===== src/design/rdt_pkg.sv =====
// shared constants and types of the reload down timer
package rdt_pkg;
  // register indices; byte address is four times the index
  localparam logic [5:0]  RDT_IDX_CTRL      = 6'h19;
  localparam logic [5:0]  RDT_IDX_RELOAD_HI = 6'h1A;
  localparam logic [5:0]  RDT_IDX_RELOAD_LO = 6'h1B;
  localparam logic [5:0]  RDT_IDX_COUNT_HI  = 6'h1C;
  localparam logic [5:0]  RDT_IDX_COUNT_LO  = 6'h1D;
  localparam logic [5:0]  RDT_IDX_STATUS    = 6'h30;
  localparam logic [5:0]  RDT_IDX_CLEAR     = 6'h31;
  localparam logic [5:0]  RDT_IDX_ENABLE    = 6'h32;
  localparam logic [5:0]  RDT_IDX_COMMAND   = 6'h33;
  // control field positions
  localparam int unsigned RDT_CTL_STOP_RX   = 7;
  localparam int unsigned RDT_CTL_START_LO  = 4;
  localparam int unsigned RDT_CTL_AUTO      = 3;
  localparam int unsigned RDT_CTL_TICK_LO   = 0;
  // writable control bits, bits 6 and 2 reserved
  localparam logic [7:0]  RDT_CTL_RW_MASK   = 8'hBB;
  // reset values
  localparam logic [7:0]  RDT_CTL_RST       = 8'h00;
  localparam logic [7:0]  RDT_BYTE_RST      = 8'h00;
  localparam logic [1:0]  RDT_FLAG_RST      = 2'h0;
  // start select encodings
  localparam logic [1:0]  RDT_START_NONE    = 2'h0;
  localparam logic [1:0]  RDT_START_TX_END  = 2'h1;
  localparam logic [1:0]  RDT_START_TRIM    = 2'h2;
  localparam logic [1:0]  RDT_START_TRIM_UF = 2'h3;
  // tick source encodings
  localparam logic [1:0]  RDT_TICK_FAST     = 2'h0;
  localparam logic [1:0]  RDT_TICK_SLOW     = 2'h1;
  localparam logic [1:0]  RDT_TICK_TIMER0   = 2'h2;
  localparam logic [1:0]  RDT_TICK_TIMER1   = 2'h3;
  // status, clear, enable bit positions
  localparam int unsigned RDT_ST_UNDERFLOW  = 0;
  localparam int unsigned RDT_ST_TRIM_DONE  = 1;
  // command bit positions
  localparam int unsigned RDT_CMD_START     = 0;
  localparam int unsigned RDT_CMD_STOP      = 1;
  // rates in Hz; tick dividers are derived from them
  localparam int unsigned RDT_CLK_HZ        = 250_000_000;
  localparam int unsigned RDT_FAST_HZ       = 13_560_000;
  localparam int unsigned RDT_SLOW_HZ       = 212_000;
  // counting state
  typedef enum logic {RDT_IDLE, RDT_COUNT} rdt_state_t;
endpackage : rdt_pkg


===== src/design/rdt_sync2.sv =====
// two flip-flop synchroniser for one asynchronous level
`timescale 1ns/1ps
module rdt_sync2
  import rdt_pkg::*;
(
  input  wire logic clk_i,
  input  wire logic reset_n_i,
  input  wire logic async_i,
  output logic      sync_o
);
  logic meta_reg; // first stage, read only by the second

  // plain two-stage chain
  always_ff @(posedge clk_i or negedge reset_n_i)
  begin
    if (!reset_n_i)
    begin
      meta_reg <= 1'b0;
      sync_o   <= 1'b0;
    end
    else
    begin
      meta_reg <= async_i;
      sync_o   <= meta_reg;
    end
  end
endmodule : rdt_sync2


===== src/design/rdt_frac_div.sv =====
// fractional rate divider giving one-cycle tick pulses
`timescale 1ns/1ps
module rdt_frac_div
  import rdt_pkg::*;
#(
  parameter int unsigned ACC_W  = 28,
  parameter int unsigned OUT_HZ = RDT_FAST_HZ,
  parameter int unsigned IN_HZ  = RDT_CLK_HZ
)
(
  input  wire logic clk_i,
  input  wire logic reset_n_i,
  output logic      tick_o
);
  localparam logic [ACC_W:0] INC = (ACC_W+1)'(OUT_HZ); // step per clock
  localparam logic [ACC_W:0] MOD = (ACC_W+1)'(IN_HZ);  // wrap point

  logic [ACC_W-1:0] acc_reg; // phase accumulator
  logic [ACC_W:0]   sum;     // one bit wider, no overflow
  logic             wrap;    // phase passed a whole period

  // average rate exact, jitter of one clock accepted
  assign sum  = {1'b0, acc_reg} + INC;
  assign wrap = (sum >= MOD);

  // accumulate and emit a pulse on wrap
  always_ff @(posedge clk_i or negedge reset_n_i)
  begin
    if (!reset_n_i)
    begin
      acc_reg <= '0;
      tick_o  <= 1'b0;
    end
    else
    begin
      acc_reg <= wrap ? ACC_W'(sum - MOD) : ACC_W'(sum);
      tick_o  <= wrap;
    end
  end
endmodule : rdt_frac_div


===== src/design/rdt_timer.sv =====
// third reload down timer: registers, start/stop control and counter
`timescale 1ns/1ps
// Notes on behaviour
// - stop bit halts timer after first four bits
// - trimming modes ignore the stop bit
// - start select 00b never auto-starts
// - start select 01b starts at transmit end
// - 10b trims oscillator, no underflow, edge start/stop
// - 11b trims oscillator, underflow allowed, edge start/stop
// - auto restart reloads at zero and continues
// - without auto restart counter stops at zero
// - every underflow sets the interrupt flag
// - tick 00b fast clock, 01b slow clock
// - tick 10b, 11b sibling timer underflows
// - start loads counter from both reload bytes
// - reload writes never disturb a running count
// - registers at 19h, 1Ah, 1Bh; bits 6,2 reserved
module rdt_timer
  import rdt_pkg::*;
#(
  parameter int unsigned CNT_W = 16
)
(
  input  wire logic        clk_i,
  input  wire logic        reset_n_i,
  input  wire logic [5:0]  avs_address_i,
  input  wire logic        avs_read_i,
  input  wire logic        avs_write_i,
  input  wire logic [31:0] avs_writedata_i,
  input  wire logic [3:0]  avs_byteenable_i,
  output logic      [31:0] avs_readdata_o,
  output logic             avs_waitrequest_o,
  input  wire logic        tx_end_i,
  input  wire logic        rx_first_bits_i,
  input  wire logic        slow_oscillator_i,
  input  wire logic        timer0_underflow_i,
  input  wire logic        timer1_underflow_i,
  output logic             underflow_o,
  output logic             running_o,
  output logic             irq_o
);
  // register storage
  logic [7:0]       ctrl_reg;       // timer_two_control
  logic [7:0]       reload_hi_reg;  // timer_two_reload_high
  logic [7:0]       reload_lo_reg;  // timer_two_reload_low
  logic [1:0]       status_reg;     // sticky event flags
  logic [1:0]       enable_reg;     // interrupt enables
  logic             ack_reg;        // bus answer phase
  logic [CNT_W-1:0] count_reg;      // current count
  logic [CNT_W-1:0] count_next;
  rdt_state_t       state_reg;      // idle or counting
  rdt_state_t       state_next;
  logic             osc_last_reg;   // previous synced oscillator level

  // bus decode
  wire        req       = avs_read_i | avs_write_i;
  wire        wr_ok     = avs_write_i & ack_reg & avs_byteenable_i[0];
  wire        sel_ctrl  = (avs_address_i == RDT_IDX_CTRL);
  wire        sel_rhi   = (avs_address_i == RDT_IDX_RELOAD_HI);
  wire        sel_rlo   = (avs_address_i == RDT_IDX_RELOAD_LO);
  wire        sel_chi   = (avs_address_i == RDT_IDX_COUNT_HI);
  wire        sel_clo   = (avs_address_i == RDT_IDX_COUNT_LO);
  wire        sel_stat  = (avs_address_i == RDT_IDX_STATUS);
  wire        sel_clr   = (avs_address_i == RDT_IDX_CLEAR);
  wire        sel_en    = (avs_address_i == RDT_IDX_ENABLE);
  wire        sel_cmd   = (avs_address_i == RDT_IDX_COMMAND);
  wire [7:0]  wbyte     = avs_writedata_i[7:0];

  // control fields
  wire        stop_rx_bit  = ctrl_reg[RDT_CTL_STOP_RX];
  wire [1:0]  start_select = ctrl_reg[RDT_CTL_START_LO +: 2];
  wire        auto_restart = ctrl_reg[RDT_CTL_AUTO];
  wire [1:0]  tick_select  = ctrl_reg[RDT_CTL_TICK_LO +: 2];
  wire        trim_mode    = start_select[1];
  wire        trim_no_uf   = (start_select == RDT_START_TRIM);
  wire [CNT_W-1:0] reload_value = {reload_hi_reg, reload_lo_reg};
  wire        counting     = (state_reg == RDT_COUNT);

  // tick sources
  logic fast_tick; // 13.56 MHz enable
  logic slow_tick; // 212 kHz enable
  logic osc_sync;  // synced slow oscillator

  rdt_frac_div #(
    .ACC_W  (28),
    .OUT_HZ (RDT_FAST_HZ),
    .IN_HZ  (RDT_CLK_HZ)
  ) u_fast_div (
    .clk_i     (clk_i),
    .reset_n_i (reset_n_i),
    .tick_o    (fast_tick)
  );

  rdt_frac_div #(
    .ACC_W  (28),
    .OUT_HZ (RDT_SLOW_HZ),
    .IN_HZ  (RDT_CLK_HZ)
  ) u_slow_div (
    .clk_i     (clk_i),
    .reset_n_i (reset_n_i),
    .tick_o    (slow_tick)
  );

  // oscillator pin comes from outside the clock domain
  rdt_sync2 u_osc_sync (
    .clk_i     (clk_i),
    .reset_n_i (reset_n_i),
    .async_i   (slow_oscillator_i),
    .sync_o    (osc_sync)
  );

  // tick source multiplexer
  wire tick_src_fast = (tick_select == RDT_TICK_FAST)   & fast_tick;
  wire tick_src_slow = (tick_select == RDT_TICK_SLOW)   & slow_tick;
  wire tick_src_t0   = (tick_select == RDT_TICK_TIMER0) & timer0_underflow_i;
  wire tick_src_t1   = (tick_select == RDT_TICK_TIMER1) & timer1_underflow_i;
  wire tick = tick_src_fast | tick_src_slow | tick_src_t0 | tick_src_t1;

  // oscillator rising edge, read from the second sync stage only
  wire osc_rise = osc_sync & ~osc_last_reg;

  // software commands take effect with the write
  wire cmd_wr   = wr_ok & sel_cmd;
  wire sw_start = cmd_wr & wbyte[RDT_CMD_START];
  wire sw_stop  = cmd_wr & wbyte[RDT_CMD_STOP];

  // trimming: first edge starts, the next edge stops
  wire trim_start = trim_mode & osc_rise & ~counting;
  wire trim_stop  = trim_mode & osc_rise & counting;

  // reception stop, masked in trimming modes
  wire rx_stop = stop_rx_bit & ~trim_mode & rx_first_bits_i;

  // transmit-end start only in mode 01b; mode 00b has none
  wire tx_start = (start_select == RDT_START_TX_END) & tx_end_i;

  // a stop in the same cycle as a start wins
  wire start_evt = sw_start | tx_start | trim_start;
  wire stop_evt  = sw_stop | rx_stop | trim_stop;

  // step from zero, suppressed in trimming without underflow
  wire at_zero = (count_reg == '0);
  wire uf_now  = counting & tick & at_zero & ~trim_no_uf
                 & ~stop_evt & ~start_evt;

  // counter and state next values
  always_comb
  begin
    state_next = state_reg;
    count_next = count_reg;
    unique case (state_reg)
      RDT_IDLE:
      begin
        // load from both reload bytes on start
        if (start_evt && !stop_evt)
        begin
          state_next = RDT_COUNT;
          count_next = reload_value;
        end
      end
      RDT_COUNT:
      begin
        if (stop_evt)
        begin
          state_next = RDT_IDLE;
        end
        else if (start_evt)
        begin
          count_next = reload_value;
        end
        else if (tick)
        begin
          if (!at_zero)
          begin
            count_next = count_reg - CNT_W'(1);
          end
          else if (trim_no_uf)
          begin
            count_next = count_reg; // held at zero
          end
          else if (auto_restart)
          begin
            count_next = reload_value;
          end
          else
          begin
            state_next = RDT_IDLE;
          end
        end
      end
    endcase
  end

  // counter and state; reload bytes only act through a start or an auto restart reload
  always_ff @(posedge clk_i or negedge reset_n_i)
  begin
    if (!reset_n_i)
    begin
      state_reg <= RDT_IDLE;
      count_reg <= '0;
    end
    else
    begin
      state_reg <= state_next;
      count_reg <= count_next;
    end
  end

  // edge memory and event outputs
  always_ff @(posedge clk_i or negedge reset_n_i)
  begin
    if (!reset_n_i)
    begin
      osc_last_reg <= 1'b0;
      underflow_o  <= 1'b0;
    end
    else
    begin
      osc_last_reg <= osc_sync;
      underflow_o  <= uf_now;
    end
  end

  assign running_o = counting;

  // one wait cycle, then the answer; write lands on the release edge
  assign avs_waitrequest_o = req & ~ack_reg;

  // configuration registers
  always_ff @(posedge clk_i or negedge reset_n_i)
  begin
    if (!reset_n_i)
    begin
      ctrl_reg      <= RDT_CTL_RST;
      reload_hi_reg <= RDT_BYTE_RST;
      reload_lo_reg <= RDT_BYTE_RST;
      enable_reg    <= RDT_FLAG_RST;
    end
    else if (wr_ok)
    begin
      // reserved control bits stay zero
      if (sel_ctrl)
        ctrl_reg <= wbyte & RDT_CTL_RW_MASK;
      if (sel_rhi)
        reload_hi_reg <= wbyte;
      if (sel_rlo)
        reload_lo_reg <= wbyte;
      if (sel_en)
        enable_reg <= wbyte[1:0];
    end
  end

  // sticky flags: a set in the clearing cycle survives
  wire [1:0] set_bits = {trim_stop, uf_now};
  wire [1:0] clr_bits = (wr_ok & sel_clr) ? wbyte[1:0] : 2'h0;
  wire [1:0] status_next = (status_reg & ~clr_bits) | set_bits;

  // status flags
  always_ff @(posedge clk_i or negedge reset_n_i)
  begin
    if (!reset_n_i)
      status_reg <= RDT_FLAG_RST;
    else
      status_reg <= status_next;
  end

  assign irq_o = |(status_reg & enable_reg);

  // read multiplexer; unmapped and write-only read zero
  // count readback is not frozen, so a read mid-reception may tear
  wire [7:0] rd_byte =
    sel_ctrl ? ctrl_reg :
    sel_rhi  ? reload_hi_reg :
    sel_rlo  ? reload_lo_reg :
    sel_chi  ? count_reg[15:8] :
    sel_clo  ? count_reg[7:0] :
    sel_stat ? {5'h00, counting, status_reg} :
    sel_en   ? {6'h00, enable_reg} : 8'h00;

  // answer phase and read data
  always_ff @(posedge clk_i or negedge reset_n_i)
  begin
    if (!reset_n_i)
    begin
      ack_reg        <= 1'b0;
      avs_readdata_o <= 32'h00000000;
    end
    else
    begin
      ack_reg <= req & ~ack_reg;
      if (avs_read_i && !ack_reg)
        avs_readdata_o <= {24'h000000, rd_byte};
    end
  end
endmodule : rdt_timer


===== config.mk =====
export PLATFORM = sky130hd
export DESIGN_NAME = rdt_timer
export DESIGN_NICKNAME = d
export VERILOG_FILES = /design/src/design/rdt_pkg.sv /design/src/design/rdt_sync2.sv /design/src/design/rdt_frac_div.sv /design/src/design/rdt_timer.sv
export SDC_FILE = /design/constraint.sdc
export NUM_CORES = 1
export LEC_CHECK = 0
export ABC_AREA = 1
export CAP_MARGIN = 0
export CORE_MARGIN = 1.5
export CORE_UTILIZATION = 35
export DETAILED_ROUTE_END_ITERATION = 16
export DONT_BUFFER_PORTS = 1
export PLACE_DENSITY = 0.62
export SYNTH_ARGS = -nofsm -noshare
export SYNTH_HDL_FRONTEND = slang
export SYNTH_SLANG_ARGS = --single-unit

===== constraint.sdc =====
create_clock -name clk_i -period 2 [get_ports clk_i]
set_input_delay 0.2 -clock clk_i [delete_from_list [all_inputs] [get_ports clk_i]]
set_output_delay 0.2 -clock clk_i [all_outputs]
set_load 0.02 [all_outputs]

==> impl_results.md <==
- Simple-gate share of the synthesized area: 39.2%
- Adder and majority gate portion of the synthesized area: 1.29%
- Dominant combinational cell family by area after synthesis: simple AND/OR/NAND/NOR gates
- Buffers from clock root to sink, at most: 2
- YS warnings: 0
- Global router's overall resource usage: 21.7%
- R2R cell count: 16
- Remaining antenna violation count after routing: 0
- Final worst-path setup slack: -325 ps
- Cell count after synthesis: 1199
- RSZ-0062 raised after global routing: true
- Die span in y: 152 µm
- Number of placed I/O pins: 87
- Reg2Reg Launch Point: u_slow_div.acc_reg[5]
- Flip-flop cell with the highest count after synthesis: sky130_fd_sc_hd__dfrtp_1
- Hold Crit Class: in -> async
- Setup crit end kind: register
- Leading cell type in the layout, fill and taps excluded: sky130_fd_sc_hd__nand2_1
- Result of the run: complete, but fails checks
- Clock Skew: 13.3 ps
- Multiplexer fraction of the synthesized cell area: 0%
- Power density cells: 613 nW/µm²
- Slack of the worst reg-to-reg path: -320 ps
- Skew-Pair Late Insertion Delay: 360 ps
- Highest attainable clock frequency: 430 MHz
- Detail-routed net length per standard cell: 14.9 µm
- Startpoint type of the worst setup path: register
- Die outline area: 23000 µm²
- Failing checks: hold timing, setup timing
- Share of the cycle needed by the critical path after routing: 116%
- Fraction of registers with async set or reset after synthesis: 100%
- Number of flip-flops in the largest register: 23
- Total number of placement rows: 54
- WS Path Type: reg -> reg
- Starting DRT DRC Count: 459
- X dimension of the die: 152 µm
- Via count of the first global-routing pass: 8267
- Post-detailed-routing wire length: 25700 µm
- Post-Syn Area per Cell: 6.45 µm²
- Final setup fails: 60
- Hold violation total from the final report: 103
- CTS hold repair buffers: 1
- Count of flip-flops with a built-in enable after synthesis: 0
- Synthesized-area fraction occupied by ao, oa, aoi and oai cells: 9.85%
- Total grt overflow: 0
- Vias per cell: 5.04
- Clock buffer count from CTS: 9
- Area grow syn2layout: 49.7%
- Number of search-and-repair iterations in the first detailed-routing pass: 5
- Largest net degree at the start of global routing: 104
- Maxcap violations: 0
- Post-synthesis sequential area ratio: 33.3%
- Slew at the pin closest to its max-slew limit: 573 ps
- Antenna violations before repair: 0
- H-tree level count: 3
- Maximum vdd drop: 0.531 mV
- Final max-slew violation count: 0
- Number of nets at the end of the flow: 1494
- Static leakage power: 5.78 nW
- Post-Route Hold Slack: -480 ps
- Placed wire-length estimate: 17400 µm
- Core footprint: 21800 µm²
- CTS tree: done
- Capture instance of the worst register-to-register path: u_slow_div.acc_reg[15]
- Count of different cell masters after synthesis: 47
- Remaining max-slew budget at the tightest pin: 61.7%
- Post-synthesis register bit count: 103
- Commonest non-fill, non-tap cells in the layout: sky130_fd_sc_hd__nand2_1 (266), sky130_fd_sc_hd__buf_4 (212), sky130_fd_sc_hd__inv_1 (134)
- Uppermost signal routing layer after detailed routing: met4
- CP Data Required Time: 2250 ps
- Worst path arrival time: 2570 ps
- Design Power: 0.00710 W
- Number of antenna repair diodes: 0
- # port buffers: 0
- Cell chosen for the clock root: sky130_fd_sc_hd__clkbuf_16
- Detail Route met3 WL: 1200 µm
- DRC: 0
- Placer Congestion: 0.902
- Post-synthesis xor/xnor area fraction: 3.78%
- Met1 wire length: 10700 µm
- Starting utilization of the core area: 35.6%
- Post-synthesis instance area: 7740 µm²
- Maximum fanout encountered on the critical timing path: 6
- Clock sinks: 103
- Fillcell total: 2016
- First-pass GRT wire length: 39400 µm
- Clock transition at the registers of the reported paths: 80 ps
- Fraction of final layout cells sized beyond drive strength 1: 42.6%
- Routed length on met2: 13000 µm
- Total vias in the final route: 8675
- Minimum period implied by the final worst setup slack: 2320 ps
[worst max-delay path, cell delays in order (launching register included)]
cell and delay, ps:
sky130_fd_sc_hd__dfrtp_2 440, sky130_fd_sc_hd__ha_4 180, sky130_fd_sc_hd__nand2_4 80, sky130_fd_sc_hd__buf_4 120, sky130_fd_sc_hd__nand2_4 60, sky130_fd_sc_hd__inv_1 80
sky130_fd_sc_hd__ha_1 140, sky130_fd_sc_hd__nand3_1 100, sky130_fd_sc_hd__nor3_2 250, sky130_fd_sc_hd__nand3_2 130, sky130_fd_sc_hd__nand3_2 120, sky130_fd_sc_hd__nand2_4 80
sky130_fd_sc_hd__nand2_8 120, sky130_fd_sc_hd__buf_6 150, sky130_fd_sc_hd__nand2_2 50, sky130_fd_sc_hd__nand2_2 50, sky130_fd_sc_hd__nand2_1 50
[per-layer routing]
layer / global-route usage, % / vias to the layer above
li1: - / 4249
met1: 27.0 / 4129
met2: 38.0 / 237
met3: 3.50 / 60
met4: 7.50 / 0
met5: 0 / -
[logic make-up after synthesis]
group,after synthesis
adder cells (fa/ha/maj),8
AND/OR/NAND/NOR,706
flip-flops,103
other,1
XOR/XNOR,30
AO/OA/AOI/OAI,137
buffers and inverters,214
[through the flow]
step | TNS [ps] | std cells | cell area, µm² | setup slack (ps) | util, %
2_1_floorplan | -1480 | 1222 | 8030 | -67.8 | -
3_3_place_gp | -12400 | 1643 | 9520 | -290 | 43.8
3_5_place_dp | -14400 | 1643 | 9520 | -356 | 43.8
4_1_cts | -11270 | 1708 | 10800 | -310 | 49.7
5_1_grt | -17980 | 1720 | 11600 | -415 | 53.2
6_report | -11810 | 1720 | 11600 | -325 | 53.2
[worst max-delay path by stage]
| stage | start | to | cells past startpoint |
|---|---|---|---|
| 2_1_floorplan | u_fast_div.acc_reg[7] | u_fast_div.acc_reg[16] | 18 |
| 3_3_place_gp | u_slow_div.acc_reg[6] | u_slow_div.acc_reg[12] | 17 |
| 3_5_place_dp | u_slow_div.acc_reg[5] | u_slow_div.acc_reg[12] | 17 |
| 4_1_cts | u_slow_div.acc_reg[6] | u_slow_div.acc_reg[18] | 19 |
| 5_1_grt | u_slow_div.acc_reg[5] | u_slow_div.acc_reg[16] | 19 |
| 6_report | u_slow_div.acc_reg[5] | u_slow_div.acc_reg[15] | 16 |
[synth_stat cells, drive strengths merged (2+ instances only)]
cell type / number / area, µm²
xnor2: 3 / 33.8
o221ai: 4 / 35.0
or2: 2 / 12.5
o21ai: 94 / 470
o22ai: 4 / 25.0
a31oi: 2 / 12.5
nor4: 2 / 12.5
nor3: 15 / 85.1
nand2: 416 / 1610
nand3b: 4 / 30.0
nand3: 110 / 566
a21oi: 18 / 101
o211ai: 4 / 30.0
clkinv: 3 / 11.3
xor2: 27 / 259
buf: 39 / 308
inv: 166 / 623
a21boi: 2 / 15.0
ha: 8 / 100
nand4: 28 / 175
clkbuf: 6 / 22.5
nor2: 128 / 543
o31ai: 2 / 15.0
dfrtp: 103 / 2580
[report_power, final]
group | leakage [nW] | switching [W] | total (W) | internal (W)
Sequential | 1.30 | 0.000166 | 0.00242 | 0.00225
Clock | 0.133 | 0.000888 | 0.00174 | 0.000855
Combinational | 4.35 | 0.00160 | 0.00294 | 0.00134
[cell type report]
type | instances | area (µm²) | area share (%)
clock inverters | 6 | 43.8 | 0.378
repair buffers | 247 | 2130 | 18.3
clock buffers | 10 | 229 | 1.98
inverters | 169 | 647 | 5.58
well taps | 280 | 350 | 3.02
multi-input cells | 905 | 5600 | 48.3
flip-flops and latches | 103 | 2590 | 22.3
[timing repair]
item                                    in CTS  in global routing
setup buffers                               43                 23
pin swaps                                   62                 95
endpoints found under the setup margin      60                 62
hold endpoints to repair                   104                103
gates cloned                                 8                  2
gates resized for setup                    179                213
Power figures use the tool's default switching activity.
